<file path="src/ckg_regs.svh">
// Constants for the clock generator control register bank.
// Assumes inclusion by bare name from files under src/.
`ifndef CKG_REGS_SVH
`define CKG_REGS_SVH

// Register byte offsets
`define CKG_OFS_FREQ 7'h00
`define CKG_OFS_CPU 7'h01
`define CKG_OFS_PCI 7'h02
`define CKG_OFS_GFX 7'h03

// Command codes and block answer
`define CKG_CMD_BYTE_BIT 7
`define CKG_CMD_BLOCK 8'h00
`define CKG_BLOCK_COUNT 8'h04

// Default bus target address (plain default, not documented)
`define CKG_TARGET_ADDR 7'h69

// Byte 0 fields
`define CKG_B0_FS2 6
`define CKG_B0_FS1 5
`define CKG_B0_FS0 4
`define CKG_B0_FS_WE 3
`define CKG_B0_MEM 2
`define CKG_B0_FS3 1
`define CKG_B0_CPU 0
`define CKG_B0_MASK_FS 8'h72
`define CKG_B0_MASK_WE 8'h08

// Byte 1 fields
`define CKG_B1_MODE 7
`define CKG_B1_SPREAD 6
`define CKG_B1_BW1 5
`define CKG_B1_BW0 4
`define CKG_B1_AUX_EN 3
`define CKG_B1_CPU_EN 2
`define CKG_B1_PD_HIZ 1
`define CKG_B1_MULT 0
`define CKG_B1_MASK 8'hFE

// Byte 2 and byte 3 fields
`define CKG_B2_DRV 7
`define CKG_B3_SEL48 7
`define CKG_B3_USB_EN 6
`define CKG_B3_PER_EN 5
`define CKG_B3_SKEW1 4
`define CKG_B3_SKEW0 3

// Reset values
`define CKG_B1_RST 8'h7E
`define CKG_B2_RST 8'h7F
`define CKG_B3_RST 8'h67

// Strap level that selects the first processor mode
`define CKG_CPU_MODE_FIRST 1'b1

`endif

</file>
<file path="src/ckg_pkg.sv">
// Types for the clock generator control register bank.
// Assumes nothing beyond a SystemVerilog compiler.
package ckg_pkg;

  typedef enum logic [2:0] {
    CKG_IDLE = 3'b000,
    CKG_ADDR = 3'b001,
    CKG_RX = 3'b010,
    CKG_ACK = 3'b011,
    CKG_TX = 3'b100,
    CKG_MACK = 3'b101
  } ckg_state_e;

  typedef struct packed {
    logic scl_q;
    logic sda_q;
    logic rise;
    logic fall;
    logic start;
    logic stop;
  } ckg_edge_s;

  typedef struct packed {
    ckg_state_e st;
    logic [3:0] cnt;
    logic [7:0] sh;
    logic rd;
    logic got_cmd;
    logic blk;
    logic cmd_ok;
    logic got_cnt;
    logic cnt_sent;
    logic nack;
    logic [6:0] ptr;
    logic [7:0] remain;
    logic sda_oe;
    logic [7:0] r0;
    logic [7:0] r1;
    logic [7:0] r2;
    logic [7:0] r3;
    logic hiz;
    logic stop_drv;
  } ckg_top_s;

endpackage

</file>
<file path="src/ckg_bus_edges.sv">
// Edge, start and stop detection on the synchronised bus lines.
// Assumes scl and sda already passed a two-flop synchroniser.
`timescale 1ns/1ps
`default_nettype none

module ckg_bus_edges (
  input wire logic mclk,
  input wire logic sys_rst,
  input wire logic scl,
  input wire logic sda,
  output logic scl_rise,
  output logic scl_fall,
  output logic bus_start,
  output logic bus_stop,
  output logic sda_now
);

  ckg_pkg::ckg_edge_s s_reg;
  ckg_pkg::ckg_edge_s s_next;

  always_comb begin
    s_next = s_reg;
    s_next.scl_q = scl;
    s_next.sda_q = sda;
    s_next.rise = scl & ~s_reg.scl_q;
    s_next.fall = ~scl & s_reg.scl_q;
    s_next.start = scl & s_reg.scl_q & ~sda & s_reg.sda_q;
    s_next.stop = scl & s_reg.scl_q & sda & ~s_reg.sda_q;
  end

  // Idle bus is high on both lines
  always_ff @(posedge mclk or posedge sys_rst) begin
    if (sys_rst) begin
      s_reg <= '{scl_q: 1'b1, sda_q: 1'b1, default: 1'b0};
    end else begin
      s_reg <= s_next;
    end
  end

  assign scl_rise = s_reg.rise;
  assign scl_fall = s_reg.fall;
  assign bus_start = s_reg.start;
  assign bus_stop = s_reg.stop;
  assign sda_now = s_reg.sda_q;

endmodule // ckg_bus_edges

`default_nettype wire

</file>
<file path="src/ckg_clock_regs.sv">
// Control register bank, bytes 0 to 3, of a clock generator,
// reached over the two-wire management bus as a target.
// Assumes the bus host keeps standard bus timing; no stretching.
`timescale 1ns/1ps
`default_nettype none
`include "ckg_regs.svh"

// Notes on behaviour
// Write enable set: frequency bits accept writes
// Write enable clear: frequency bits show straps
// Frequency bits placed 6,5,4,1; start from straps
// Byte 0 bit 2 reads memory mode strap
// Byte 0 bit 0 reads processor mode strap
// Byte 1 bit 7 down/center spread, reset 0
// Byte 1 bit 6 spread enable, reset 1
// Byte 1 bits 5:4 spread bandwidth, reset 11
// Output enable bits, zero forces output low
// Byte 1 bit 2 processor clock enable
// Byte 1 bit 1 chooses power-down stop state
// Byte 1 bit 0 reads multiplier strap
// Byte 2 bit 7 raises drive strength
// Byte 3 bit 7 selects 24 or 48 MHz
// Byte 3 bits 4:3 shift graphics skew
// Command top bit set: single byte, offset
// Command zero: block access from byte 0
// Frequency writes ignored while write disabled
module ckg_clock_regs #(
  parameter logic [6:0] TARGET_ADDR = `CKG_TARGET_ADDR
) (
  input wire logic mclk,
  input wire logic sys_rst,
  input wire logic smb_clk,
  input wire logic smb_data_in,
  output logic smb_data_out,
  output logic smb_data_oe,
  input wire logic [3:0] freq_sel_strap,
  input wire logic memory_mode_strap,
  input wire logic cpu_mode_strap,
  input wire logic current_multiplier_strap,
  input wire logic power_down_n,
  output logic freq_sel_bit0,
  output logic freq_sel_bit1,
  output logic freq_sel_bit2,
  output logic freq_sel_bit3,
  output logic spread_center,
  output logic spread_enable,
  output logic spread_bw_bit1,
  output logic spread_bw_bit0,
  output logic aux_cpu_clock_en,
  output logic cpu_clock_en,
  output logic cpu_stop_hiz,
  output logic cpu_stop_drive,
  output logic pci_drive_boost,
  output logic [6:0] pci_clock_en,
  output logic selectable_periph_48m,
  output logic usb_clock_en,
  output logic selectable_periph_en,
  output logic graphics_skew_bit1,
  output logic graphics_skew_bit0,
  output logic [2:0] graphics_clock_en
);

  localparam int NSYNC = 10;

  ckg_pkg::ckg_top_s s_reg;
  ckg_pkg::ckg_top_s s_next;

  logic [NSYNC-1:0] raw;
  logic [NSYNC-1:0] syn;
  logic scl_rise;
  logic scl_fall;
  logic bus_start;
  logic bus_stop;
  logic sda_now;
  logic load;
  logic [7:0] txb;

  assign raw = {smb_clk, smb_data_in, freq_sel_strap, memory_mode_strap,
                cpu_mode_strap, current_multiplier_strap, power_down_n};

  // Bus lines and power-down idle high; no false edge after reset
  ckg_sync #(.W(NSYNC), .INIT(10'h301)) u_sync (
    .mclk(mclk),
    .sys_rst(sys_rst),
    .d(raw),
    .q(syn)
  );

  ckg_bus_edges u_edges (
    .mclk(mclk),
    .sys_rst(sys_rst),
    .scl(syn[9]),
    .sda(syn[8]),
    .scl_rise(scl_rise),
    .scl_fall(scl_fall),
    .bus_start(bus_start),
    .bus_stop(bus_stop),
    .sda_now(sda_now)
  );

  // Register byte seen by a read; unmapped or bad command reads zero
  function automatic logic [7:0] rd_byte(ckg_pkg::ckg_top_s s);
    logic [7:0] b;
    b = 8'h00;
    if (s.cmd_ok) begin
      unique case (s.ptr)
        `CKG_OFS_FREQ: b = s.r0;
        `CKG_OFS_CPU: b = s.r1;
        `CKG_OFS_PCI: b = s.r2;
        `CKG_OFS_GFX: b = s.r3;
        default: b = 8'h00;
      endcase
    end
    return b;
  endfunction

  function automatic logic [7:0] merge(
    logic [7:0] old,
    logic [7:0] wd,
    logic [7:0] mask
  );
    return (old & ~mask) | (wd & mask);
  endfunction

  always_comb begin
    s_next = s_reg;
    load = 1'b0;
    txb = 8'h00;
    // Strap readbacks track the synchronised pins
    s_next.r0[`CKG_B0_MEM] = syn[3];
    s_next.r0[`CKG_B0_CPU] = syn[2];
    s_next.r1[`CKG_B1_MULT] = syn[1];
    s_next.r0[7] = 1'b0;
    if (!s_reg.r0[`CKG_B0_FS_WE]) begin
      s_next.r0[`CKG_B0_FS2] = syn[4 + 2];
      s_next.r0[`CKG_B0_FS1] = syn[4 + 1];
      s_next.r0[`CKG_B0_FS0] = syn[4 + 0];
      s_next.r0[`CKG_B0_FS3] = syn[4 + 3];
    end
    // Power-down stop state, first processor mode only
    s_next.hiz = (syn[2] == `CKG_CPU_MODE_FIRST) & ~syn[0]
                 & s_reg.r1[`CKG_B1_PD_HIZ];
    s_next.stop_drv = (syn[2] == `CKG_CPU_MODE_FIRST) & ~syn[0]
                      & ~s_reg.r1[`CKG_B1_PD_HIZ];
    if (bus_start) begin
      s_next.st = ckg_pkg::CKG_ADDR;
      s_next.cnt = 4'h0;
      s_next.sda_oe = 1'b0;
    end else if (bus_stop) begin
      s_next.st = ckg_pkg::CKG_IDLE;
      s_next.sda_oe = 1'b0;
      s_next.got_cmd = 1'b0;
    end else begin
      unique case (s_reg.st)
        ckg_pkg::CKG_IDLE: begin
        end
        ckg_pkg::CKG_ADDR, ckg_pkg::CKG_RX: begin
          if (scl_rise) begin
            s_next.sh = {s_reg.sh[6:0], sda_now};
            s_next.cnt = s_reg.cnt + 4'h1;
          end else if (scl_fall && s_reg.cnt == 4'h8) begin
            s_next.cnt = 4'h0;
            s_next.st = ckg_pkg::CKG_ACK;
            s_next.sda_oe = 1'b1;
            if (s_reg.st == ckg_pkg::CKG_ADDR) begin
              s_next.rd = s_reg.sh[0];
              s_next.cnt_sent = 1'b0;
              if (!s_reg.sh[0]) begin
                s_next.got_cmd = 1'b0;
              end
              if (s_reg.sh[7:1] != TARGET_ADDR) begin
                s_next.st = ckg_pkg::CKG_IDLE;
                s_next.sda_oe = 1'b0;
              end
            end else if (!s_reg.got_cmd) begin
              s_next.got_cmd = 1'b1;
              s_next.got_cnt = 1'b0;
              s_next.blk = s_reg.sh == `CKG_CMD_BLOCK;
              s_next.cmd_ok = s_reg.sh[`CKG_CMD_BYTE_BIT]
                              | (s_reg.sh == `CKG_CMD_BLOCK);
              s_next.ptr = s_reg.sh[`CKG_CMD_BYTE_BIT] ?
                           s_reg.sh[6:0] : `CKG_OFS_FREQ;
            end else if (s_reg.blk && !s_reg.got_cnt) begin
              s_next.got_cnt = 1'b1;
              s_next.remain = s_reg.sh;
            end else if (s_reg.cmd_ok
                         && (!s_reg.blk || s_reg.remain != 8'h00)) begin
              unique case (s_reg.ptr)
                `CKG_OFS_FREQ: begin
                  s_next.r0 = merge(s_next.r0, s_reg.sh,
                    s_reg.r0[`CKG_B0_FS_WE] ?
                    (`CKG_B0_MASK_FS | `CKG_B0_MASK_WE)
                    : `CKG_B0_MASK_WE);
                end
                `CKG_OFS_CPU: begin
                  s_next.r1 = merge(s_next.r1, s_reg.sh,
                                    `CKG_B1_MASK);
                end
                `CKG_OFS_PCI: s_next.r2 = s_reg.sh;
                `CKG_OFS_GFX: s_next.r3 = s_reg.sh;
                default: begin
                end
              endcase
              if (s_reg.blk) begin
                s_next.ptr = s_reg.ptr + 7'h01;
                s_next.remain = s_reg.remain - 8'h01;
              end
            end
          end
        end
        ckg_pkg::CKG_ACK: begin
          if (scl_fall) begin
            s_next.sda_oe = 1'b0;
            if (s_reg.rd) begin
              load = 1'b1;
            end else begin
              s_next.st = ckg_pkg::CKG_RX;
            end
          end
        end
        ckg_pkg::CKG_TX: begin
          if (scl_rise) begin
            s_next.cnt = s_reg.cnt + 4'h1;
          end else if (scl_fall) begin
            if (s_reg.cnt == 4'h8) begin
              s_next.sda_oe = 1'b0;
              s_next.cnt = 4'h0;
              s_next.st = ckg_pkg::CKG_MACK;
            end else begin
              s_next.sh = {s_reg.sh[6:0], 1'b0};
              s_next.sda_oe = ~s_reg.sh[6];
            end
          end
        end
        ckg_pkg::CKG_MACK: begin
          if (scl_rise) begin
            s_next.nack = sda_now;
          end else if (scl_fall) begin
            if (s_reg.nack) begin
              s_next.st = ckg_pkg::CKG_IDLE;
            end else begin
              load = 1'b1;
            end
          end
        end
        default: begin
          s_next.st = ckg_pkg::CKG_IDLE;
          s_next.sda_oe = 1'b0;
        end
      endcase
    end
    // Next byte to send; block reads lead with the byte count
    if (load) begin
      if (s_reg.blk && !s_reg.cnt_sent) begin
        txb = `CKG_BLOCK_COUNT;
        s_next.cnt_sent = 1'b1;
      end else begin
        txb = rd_byte(s_reg);
        if (s_reg.blk) begin
          s_next.ptr = s_reg.ptr + 7'h01;
        end
      end
      s_next.sh = txb;
      s_next.sda_oe = ~txb[7];
      s_next.cnt = 4'h0;
      s_next.st = ckg_pkg::CKG_TX;
    end
  end

  always_ff @(posedge mclk or posedge sys_rst) begin
    if (sys_rst) begin
      s_reg <= '{st: ckg_pkg::CKG_IDLE, r1: `CKG_B1_RST,
                 r2: `CKG_B2_RST, r3: `CKG_B3_RST,
                 default: '0};
    end else begin
      s_reg <= s_next;
    end
  end

  assign smb_data_out = 1'b0;
  assign smb_data_oe = s_reg.sda_oe;
  assign freq_sel_bit0 = s_reg.r0[`CKG_B0_FS0];
  assign freq_sel_bit1 = s_reg.r0[`CKG_B0_FS1];
  assign freq_sel_bit2 = s_reg.r0[`CKG_B0_FS2];
  assign freq_sel_bit3 = s_reg.r0[`CKG_B0_FS3];
  assign spread_center = s_reg.r1[`CKG_B1_MODE];
  assign spread_enable = s_reg.r1[`CKG_B1_SPREAD];
  assign spread_bw_bit1 = s_reg.r1[`CKG_B1_BW1];
  assign spread_bw_bit0 = s_reg.r1[`CKG_B1_BW0];
  assign aux_cpu_clock_en = s_reg.r1[`CKG_B1_AUX_EN];
  assign cpu_clock_en = s_reg.r1[`CKG_B1_CPU_EN];
  assign cpu_stop_hiz = s_reg.hiz;
  assign cpu_stop_drive = s_reg.stop_drv;
  assign pci_drive_boost = s_reg.r2[`CKG_B2_DRV];
  assign pci_clock_en = s_reg.r2[6:0];
  assign selectable_periph_48m = s_reg.r3[`CKG_B3_SEL48];
  assign usb_clock_en = s_reg.r3[`CKG_B3_USB_EN];
  assign selectable_periph_en = s_reg.r3[`CKG_B3_PER_EN];
  assign graphics_skew_bit1 = s_reg.r3[`CKG_B3_SKEW1];
  assign graphics_skew_bit0 = s_reg.r3[`CKG_B3_SKEW0];
  assign graphics_clock_en = s_reg.r3[2:0];

endmodule // ckg_clock_regs

`default_nettype wire

</file>
<file path="src/ckg_sync.sv">
// Two-flop synchroniser for a group of asynchronous levels.
// Assumes inputs are slow levels from pins; no word coherence.
`timescale 1ns/1ps
`default_nettype none

module ckg_sync #(
  parameter int W = 1,
  parameter logic [W-1:0] INIT = '0
) (
  input wire logic mclk,
  input wire logic sys_rst,
  input wire logic [W-1:0] d,
  output logic [W-1:0] q
);

  logic [2*W-1:0] s_reg;
  logic [2*W-1:0] s_next;

  always_comb begin
    s_next = {s_reg[W-1:0], d};
  end

  always_ff @(posedge mclk or posedge sys_rst) begin
    if (sys_rst) begin
      // Reset level per bit follows the idle level of its pin
      s_reg <= {INIT, INIT};
    end else begin
      s_reg <= s_next;
    end
  end

  assign q = s_reg[2*W-1:W];

endmodule // ckg_sync

`default_nettype wire

</file>
<file path="config.mk">
export PLATFORM = sky130hd
export DESIGN_NAME = ckg_clock_regs
export DESIGN_NICKNAME = d
export VERILOG_FILES = /design/src/ckg_pkg.sv /design/src/ckg_bus_edges.sv /design/src/ckg_clock_regs.sv /design/src/ckg_sync.sv
export VERILOG_INCLUDE_DIRS = /design/src /design/src/src
export SDC_FILE = /design/constraint.sdc
export NUM_CORES = 1
export LEC_CHECK = 0
export BUFFER_PORTS_ARGS = -buffer_cell sky130_fd_sc_hd__buf_2
export CORE_ASPECT_RATIO = 0.8
export CORE_MARGIN = 2
export CORE_UTILIZATION = 35
export CTS_BUF_LIST = sky130_fd_sc_hd__clkbuf_8
export DETAILED_ROUTE_END_ITERATION = 12
export MAX_ROUTING_LAYER = met4
export PLACE_DENSITY_LB_ADDON = 0.12
export SLEW_MARGIN = 10
export SYNTH_ARGS = -nofsm -noshare
export SYNTH_HDL_FRONTEND = slang
export SYNTH_SLANG_ARGS = --single-unit
export TNS_END_PERCENT = 100
</file>
<file path="constraint.sdc">
create_clock -name mclk -period 4.5 [get_ports mclk]
set_clock_uncertainty 0.1 [all_clocks]
set_input_delay 0.9 -clock mclk [delete_from_list [all_inputs] [get_ports mclk]]
set_output_delay 0.9 -clock mclk [all_outputs]
set_load 0.005 [all_outputs]
</file>
Yosys cells after proc, flatten, opt, wreduce, memory -nomap -nowiden
Cells that the tools add are included.
{ "classes": {"n_addsub": 3, "mul": 0, "div": 0, "order_cmp": 0, "eq_ne": 35, "n_shift": 0, "n_mux": 91, "bitwise": 30, "n_reduce_logical": 34} }
{ "ops": {"columns": ["cell", "n"], "rows": [
  ["two-way mux 32 bit", 7],
  ["two-way mux 48 bit", 2],
  ["two-way mux 8 bit", 12],
  ["two-way mux 15 bit", 6],
  ["two-way mux 7 bit", 10],
  ["AND reduction 10 bit", 4],
  ["two-way mux 3 bit", 11],
  ["one-hot mux 8 bit (4 select lines)", 1],
  ["two-way mux 30 bit", 1],
  ["inequality test 5 x 3 -> 1 bit (second input constant)", 6],
  ["two-way mux 1 bit", 28],
  ["one-hot mux 12 bit (2 select lines)", 1],
  ["AND reduction 7 bit", 3],
  ["two-way mux 20 bit", 1],
  ["inequality test 5 x 2 -> 1 bit (second input constant)", 4],
  ["two-way mux 6 bit", 3],
  ["inequality test 5 bit (second input constant)", 3],
  ["one-hot mux 3 bit (5 select lines)", 1],
  ["== test 7 x 2 -> 1 bit (second input constant)", 2],
  ["NOT 1 bit", 14],
  ["two-way mux 13 bit", 1],
  ["inequality test 3 x 2 -> 1 bit (second input constant)", 4],
  ["AND reduction 6 bit", 2],
  ["AND reduction 11 bit", 1],
  ["39 further kinds", 65]
]} }
{ "totals": {"reg_bits": 98, "latchBits": 0, "mem_bits_rw": 0, "romBits": 0, "input_bits": 12, "memories": 0} }

Depth between registers and ports, before layout
Gate-level depths: netlist of run 1.
{ "logic_depth": {"depth_word": 17, "depth_mapped": 9, "mapped_depth_nobuf": 7} }

Hierarchy
Synthesis of run 1 repeated with hierarchy kept, for this count alone.
{ "hier_totals": {"cells_unflattened": 472, "area_unflattened_um2": 5033.6} }
{ "modules_own_cells": {"columns": ["module", "n_inst", "cells_per_inst", "area_each_um2"], "rows": [
  ["ckg_clock_regs", 1, 430, 4257.8],
  ["ckg_sync", 1, 31, 586.8],
  ["ckg_bus_edges", 1, 11, 188.9]
]} }

Least setup slack after synthesis of run 1
No wires, ideal clock.
{ "synth_path": {"path_type": "register to register", "startpoint": "register s_reg[45] (netlist name)", "endpoint": "register s_reg[29] (netlist name)", "setup_time_ps": 125, "t_arrival_ps": 2153, "required_ps": 4275, "setup_slack_ps": 2122, "stages_incl_launch_ff": 5, "path_cell_list": "dfrtp_1 > or4_1 > or3_4 > a2111oi_4 > mux2_2"} }
{ "synth_via": {"elab_chain_len": 2} }
{ "synth_lines": {"columns": ["item", "line", "text"], "rows": [
  ["from (decl)", "ckg_clock_regs.sv:65", "ckg_pkg::ckg_top_s s_reg;"],
  ["from (signal assigned)", "ckg_clock_regs.sv:272", "s_reg <= '{st: ckg_pkg::CKG_IDLE, r1: `CKG_B1_RST,"],
  ["from (signal assigned)", "ckg_clock_regs.sv:276", "s_reg <= s_next;"],
  ["zero test 7 bit", "ckg_clock_regs.sv:188", "unique case (s_reg.ptr)"],
  ["AND reduction 10 bit (no line)", null, null]
]} }
No other way between the ends.
A chain may end at the register's enable or synchronous reset.

==> summary.md, run 1 <==
| Metric | Value |
|---|---|
| Status | `finished, final reports clean` |
| Synthesized cell area | `4680 um2` |
| Fin area | `5140 um2` |
| Via density per instance | `5.30` |
| HP Start | `u_sync.s_reg[3]` |
| DR pass1 iterations | `4` |
| Final slew viol count | `0` |
| Critical Path End Type | `flop` |
| DRC errors left | `0` |
| Gpl congestion | `0.824` |
| Ys flop type | `dfrtp_1` |
| Critical path type | `reg -> reg` |
| Die height | `107 um` |
| Period minus WS final | `2790 ps` |
| Die area | `14300 um2` |
| R2R Path Start | `s_reg[39]` |
| Num rows | `37` |
| Syn nets | `457` |
| Initial antenna violation count | `0` |
| WP data required | `4670 ps` |
| Number of distinct library cells after synthesis | `62` |
| Fraction of registers with async set/reset | `1.00` |
| Most frequent cell after synthesis | `dfrtp_1` |
| Core area | `13000 um2` |
| Pre-CTS setup slack | `1740 ps` |
| # Max-Cap Violations | `0` |
| Die width | `133 um` |
| Vias | `3368` |
| Worst slew pin tran | `1110 ps` |
| H-tree depth | `3` |
| Tot Pwr | `2.06 mW` |
| Seq/Total Area, Yosys | `0.525` |
| Routed Antenna Nets | `0` |
| Fin Setup TNS | `0 ps` |
| RSZ-0062 raised after global routing | `no` |
| Final nets | `475` |
| First-pass GRT wire length | `18400 um` |
| Peak supply drop | `0.000181 V` |
| Power per cell area | `401 nW/um2` |
| Setup bufs post-CTS | `0` |
| Syn_area_per_cell | `10.7 um2` |
| Clock-pin transition on the worst setup and hold timing paths | `100 ps` |
| DP HPWL | `7710 um` |
| CTS Hold Bufs | `0` |
| Static Leakage | `2.20 nW` |
| CTS resizes | `0` |
| CTS sink cnt | `97` |
| CP startpoint | `s_reg[39]` |
| CTS tree | `built` |
| All-Layer GR Usage | `0.172` |
| CP arrival | `2950 ps` |
| Hold_ws | `256 ps` |
| Synth Register Bits | `97` |
| CTS max path bufs | `2` |
| Final wirelength | `11500 um` |
| Share of layout cells above drive strength 1 | `0.267` |
| Largest net degree at the start of global routing | `65` |
| Clk root buf | `clkbuf_8` |
| CP Launch Type | `flop` |
| EDFF count, synth | `0` |
| Top Ports | `42` |
| Slew Limit Headroom | `0.252` |
| Tcrit/Tclk final | `0.620` |
| Area Overhead vs Synth | `9.75%` |
| Critical Path Fanout Max | `11` |
| Achievable Freq | `359 MHz` |
| Yosys warns | `0` |
| Starting density of the core | `0.361` |
| Final core occ | `0.397` |
| Biggest area consumer among synthesized cells | `dfrtp_1` |
| ANT cells | `0` |
| Setup ws final | `1710 ps` |
| Synth Instances | `437` |
| Post-synth top area share | `0.379` |
| Max reg flops | `42` |
| Final setup vio count | `0` |
| Worst skew pair latency | `370 ps` |
| Port bufs | `40` |
| Total global routing overflow | `0` |
| Cell Count, Final, Fillers Out | `635` |
| Total CTS buffers | `9` |
| Cells after DPL | `619` |
| Area after DPL | `4940 um2` |
| Leading post-synthesis cells by cell area | `dfrtp_1 38%, dfstp_2 15%, mux2_2 6.5%, a22oi_1 3.4%, a21oi_1 2.9%` |
| Worst hold path class | `reg -> reg` |
| DR WL/cell | `18.1 um` |
| Number of global-route vias before repair | `3340` |
| Iter 0 DRT Violations | `213` |
| Final hold vios | `0` |
[cell type report]
cell class	instances	area, um2
clock buffers	11	151
clock inverters	5	45.0
fillers	1315	7820
inverters	21	81.3
multi-input cells	283	1960
flip-flops and latches	97	2460
well taps	175	219
repair buffers	43	223
[worst max-delay path: stages (launching register included)]
cell	delay, ps
dfrtp_1	410
nor4_1	820
a31o_2	430
a2bb2oi_1	550
nor2_1	100
a221o_1	280
[where the power goes]
part / leakage [nW] / internal [mW] / switching (mW)
sequential: 1.18 / 0.951 / 0.192
clock: 0.0985 / 0.240 / 0.331
combinational: 0.921 / 0.154 / 0.192
[cells by family after synthesis]
| group | Yosys count | share of synthesized area |
|---|---|---|
| and+or+nand+nor | 116 | 0.134 |
| DFF | 97 | 0.525 |
| other | 1 | 0.000801 |
| xor gates and xnor gates | 4 | 0.00748 |
| buffers and inverters | 57 | 0.0561 |
| adders and majority gates | 8 | 0.0214 |
| muxes | 32 | 0.0756 |
| AOI/OAI and AO/OA | 122 | 0.180 |
[per-layer routing]
layer  share of wire  vias to the layer above  global-route usage
met2            0.45                       81               0.260
met5               0                        -                   -
li1                -                     1611                   -
met3           0.047                       12              0.0410
met4           0.011                        0              0.0327
met1            0.49                     1664               0.238
[path summary, 6_finish.rpt]
check                              endpoint  slack (ps)  depth (start not counted)
setup / recovery                  s_reg[46]        1710                          5
hold / removal             u_sync.s_reg[13]         260                          0
setup reg to reg                  s_reg[46]        1710                          5
hold reg to reg            u_sync.s_reg[13]         260                          0
max in group asynchronous         s_reg[42]        2970                          3
min in group asynchronous  u_sync.s_reg[12]         550                          2
[cells in the final DEF, fill, tap and decap left out, types with 5 or more instances in the layout]
cell type / Yosys / routed
nor3_1: 7 / 7
nor2_1: 27 / 27
mux2_2: 27 / 27
inv_1: 21 / 20
and3_1: 7 / 7
mux2i_1: 5 / 5
o21ai_0: 27 / 27
nor3b_1: 5 / 5
buf_2: 6 / 40
a21oi_1: 27 / 27
dfstp_2: 26 / 26
nand2_1: 27 / 27
a22oi_1: 21 / 21
nand3_1: 8 / 8
a31oi_1: 5 / 5
nor2b_1: 5 / 5
ha_1: 8 / 8
dfrtp_1: 71 / 71
clkbuf_8: 0 / 11
a221o_1: 6 / 6
a32oi_1: 5 / 5
No activity file was read; power rests on OpenSTA's default activity.
==> inputs of run 2 (changes only) <==
clock period = 2.5 ns   (was 4.5 ns; I/O delays follow)
==> run 2 against run 1 <==
Net effect: largest power group unchanged; non-clock buffer count increased by 38; global-route usage rose by 0.84 points; highest routed layer unchanged; fmax grew 17%; first-iteration DRC count up 70%; cell count grew 6.0%; via count grew 7.8%; critical path depth is 2 higher; utilization is 2.4 points higher; critical endpoint is now pci_drive_boost; sequential cell count stayed put.
==> summary.md, run 2 (synthesis gave the netlist of run 1 again) <==
| Metric | Value |
|---|---|
| Status | `finished, final reports clean` |
| Footprint of the multi-input gates | `1980 um2 (+1.2%)` |
| Largest net degree at the start of global routing | `98 (+51%)` |
| Routed Antenna Nets | `0 (unchanged)` |
| Initial antenna violation count | `0 (unchanged)` |
| Final wirelength | `11800 um (+2.8%)` |
| Pre-CTS setup slack | `-32.0 ps (-1770 ps)` |
| Power per cell area | `708 nW/um2 (+77%)` |
| # Max-Cap Violations | `0 (unchanged)` |
| Most frequent cells in the layout | `70 x dfrtp_1, 40 x buf_2, 40 x buf_4` |
| Area after DPL | `5240 um2 (+5.9%)` |
| Fin area | `5450 um2 (+6.0%)` |
| Core area | `13000 um2 (unchanged)` |
| Number of global-route vias before repair | `3584 (+7.3%)` |
| Achievable Freq | `418 MHz (+17%)` |
| Slew Limit Headroom | `0.614 (+0.362)` |
| Starting density of the core | `0.361 (unchanged)` |
| Clk root buf | `clkbuf_8` |
| DRC errors left | `0 (unchanged)` |
| Final hold vios | `0 (unchanged)` |
| Hold_ws | `111 ps (-145 ps)` |
| Static Leakage | `2.39 nW (+8.6%)` |
| CTS tree | `built` |
| H-tree depth | `3 (unchanged)` |
| Critical path type | `reg -> reg` |
| FF+latch area | `2460 um2 (about the same)` |
| Cell Count, Final, Fillers Out | `673 (+6.0%)` |
| Via density per instance | `5.39 (+1.7%)` |
| CTS max path bufs | `2 (unchanged)` |
| DR pass1 iterations | `5 (+1)` |
| Tot Pwr | `3.86 mW (+87%)` |
| Max reg flops | `42 (unchanged)` |
| Die width | `133 um (unchanged)` |
| Setup ws final | `109 ps (-1600 ps)` |
| Worst skew pair latency | `380 ps (about the same)` |
| Final slew viol count | `0 (unchanged)` |
| Fin Setup TNS | `0 ps (unchanged)` |
| CP Launch Type | `flop` |
| Critical Path End Type | `flop` |
| Area Overhead vs Synth | `16.3%` |
| DP HPWL | `8240 um (+6.9%)` |
| Period minus WS final | `2390 ps (-398 ps)` |
| Share of layout cells above drive strength 1 | `0.333 (+0.0659)` |
| Top Ports | `42 (unchanged)` |
| First-pass GRT wire length | `19300 um (+4.6%)` |
| Tcrit/Tclk final | `0.957 (+0.337)` |
| Total global routing overflow | `0 (unchanged)` |
| Critical Path Fanout Max | `8 (-3)` |
| Die height | `107 um (unchanged)` |
| Iter 0 DRT Violations | `363 (+70%)` |
| Commonest non-fill, non-tap cell in the layout | `dfrtp_1` |
| CP arrival | `2560 ps (-390 ps)` |
| Final setup vio count | `0 (unchanged)` |
| DR WL/cell | `17.5 um (-3.0%)` |
| Port bufs | `40 (unchanged)` |
| Vias | `3630 (+7.8%)` |
| All-Layer GR Usage | `0.180 (+0.00836)` |
| CTS sink cnt | `97 (unchanged)` |
| WP data required | `2670 ps (-2000 ps)` |
| Cells after DPL | `656 (+6.0%)` |
| Final core occ | `0.420 (+0.0237)` |
| Num rows | `37 (unchanged)` |
| Final nets | `513 (+8.0%)` |
| Die area | `14300 um2 (unchanged)` |
| Total CTS buffers | `9 (unchanged)` |
| ANT cells | `0 (unchanged)` |
| CTS Hold Bufs | `0 (unchanged)` |
| Clock-pin transition on the worst setup and hold timing paths | `100 ps (about the same)` |
| Worst hold path class | `in -> reg` |
| Peak supply drop | `0.000401 V (+120%)` |
| Gpl congestion | `0.884 (+7.3%)` |
| Worst slew pin tran | `576 ps (-537 ps)` |
| Fill cell count | `1288 (-2.1%)` |
-- run 2: cell count changes in the layout (fill, tap and decap cells not counted), sizes merged --
cell	before	now
buf	43	81
clkinvlp	1	2
clkbuf	11	10
-- run 2: metal layers --
layer  up-vias  GRT usage  part of all wire
li1       1693          -                 -
met1      1803      0.249              0.48
met2       124      0.268              0.45
met3        10     0.0438             0.057
met4         0     0.0433            0.0098
met5         -          -                 0
-- run 2: timing repair --
| action | CTS | global route |
|---|---|---|
| pin swaps | 0 | 2 |
| gates cloned | 0 | 0 |
| endpoints found under the setup margin | 1 | 33 |
| buffers inserted | 0 | 1 |
| resized for setup | 0 | 7 |
-- run 2: final timing paths --
path,cells after the start,from,slack [ps],end
worst max register to register,7,u_edges.scl_rise,110,pci_drive_boost
worst max-delay path,7,u_edges.scl_rise,110,pci_drive_boost
max in group asynchronous,3,sys_rst,1740,selectable_periph_en
worst min-delay path,1,power_down_n,110,u_sync.s_reg[0]
worst min register to register,0,u_sync.s_reg[7],250,u_sync.s_reg[17]
min in group asynchronous,3,sys_rst,160,s_reg[65]
-- run 2: report_power, final --
part / switching (mW) / total, mW / internal, mW
clock: 0.574 / 0.968 / 0.395
combinational: 0.586 / 1.00 / 0.418
sequential: 0.172 / 1.89 / 1.72
-- run 2: layout make-up --
class / count / share of cell area
Sequential cell: 97 / 0.452
Inverter: 21 / 0.0152
Timing Repair Buffer: 81 / 0.0955
Clock buffer: 10 / 0.0253
Multi-Input combinational cell: 283 / 0.364
Tap cell: 175 / 0.0402
Clock inverter: 6 / 0.00781
-- run 2: critical path, stage by stage (launching register included) --
cell	delay, ps
dfrtp_1	480
nor4b_1	390
buf_4	200
nand4_1	90
buf_4	180
a211oi_4	320
nand2_2	220
mux2_2	310
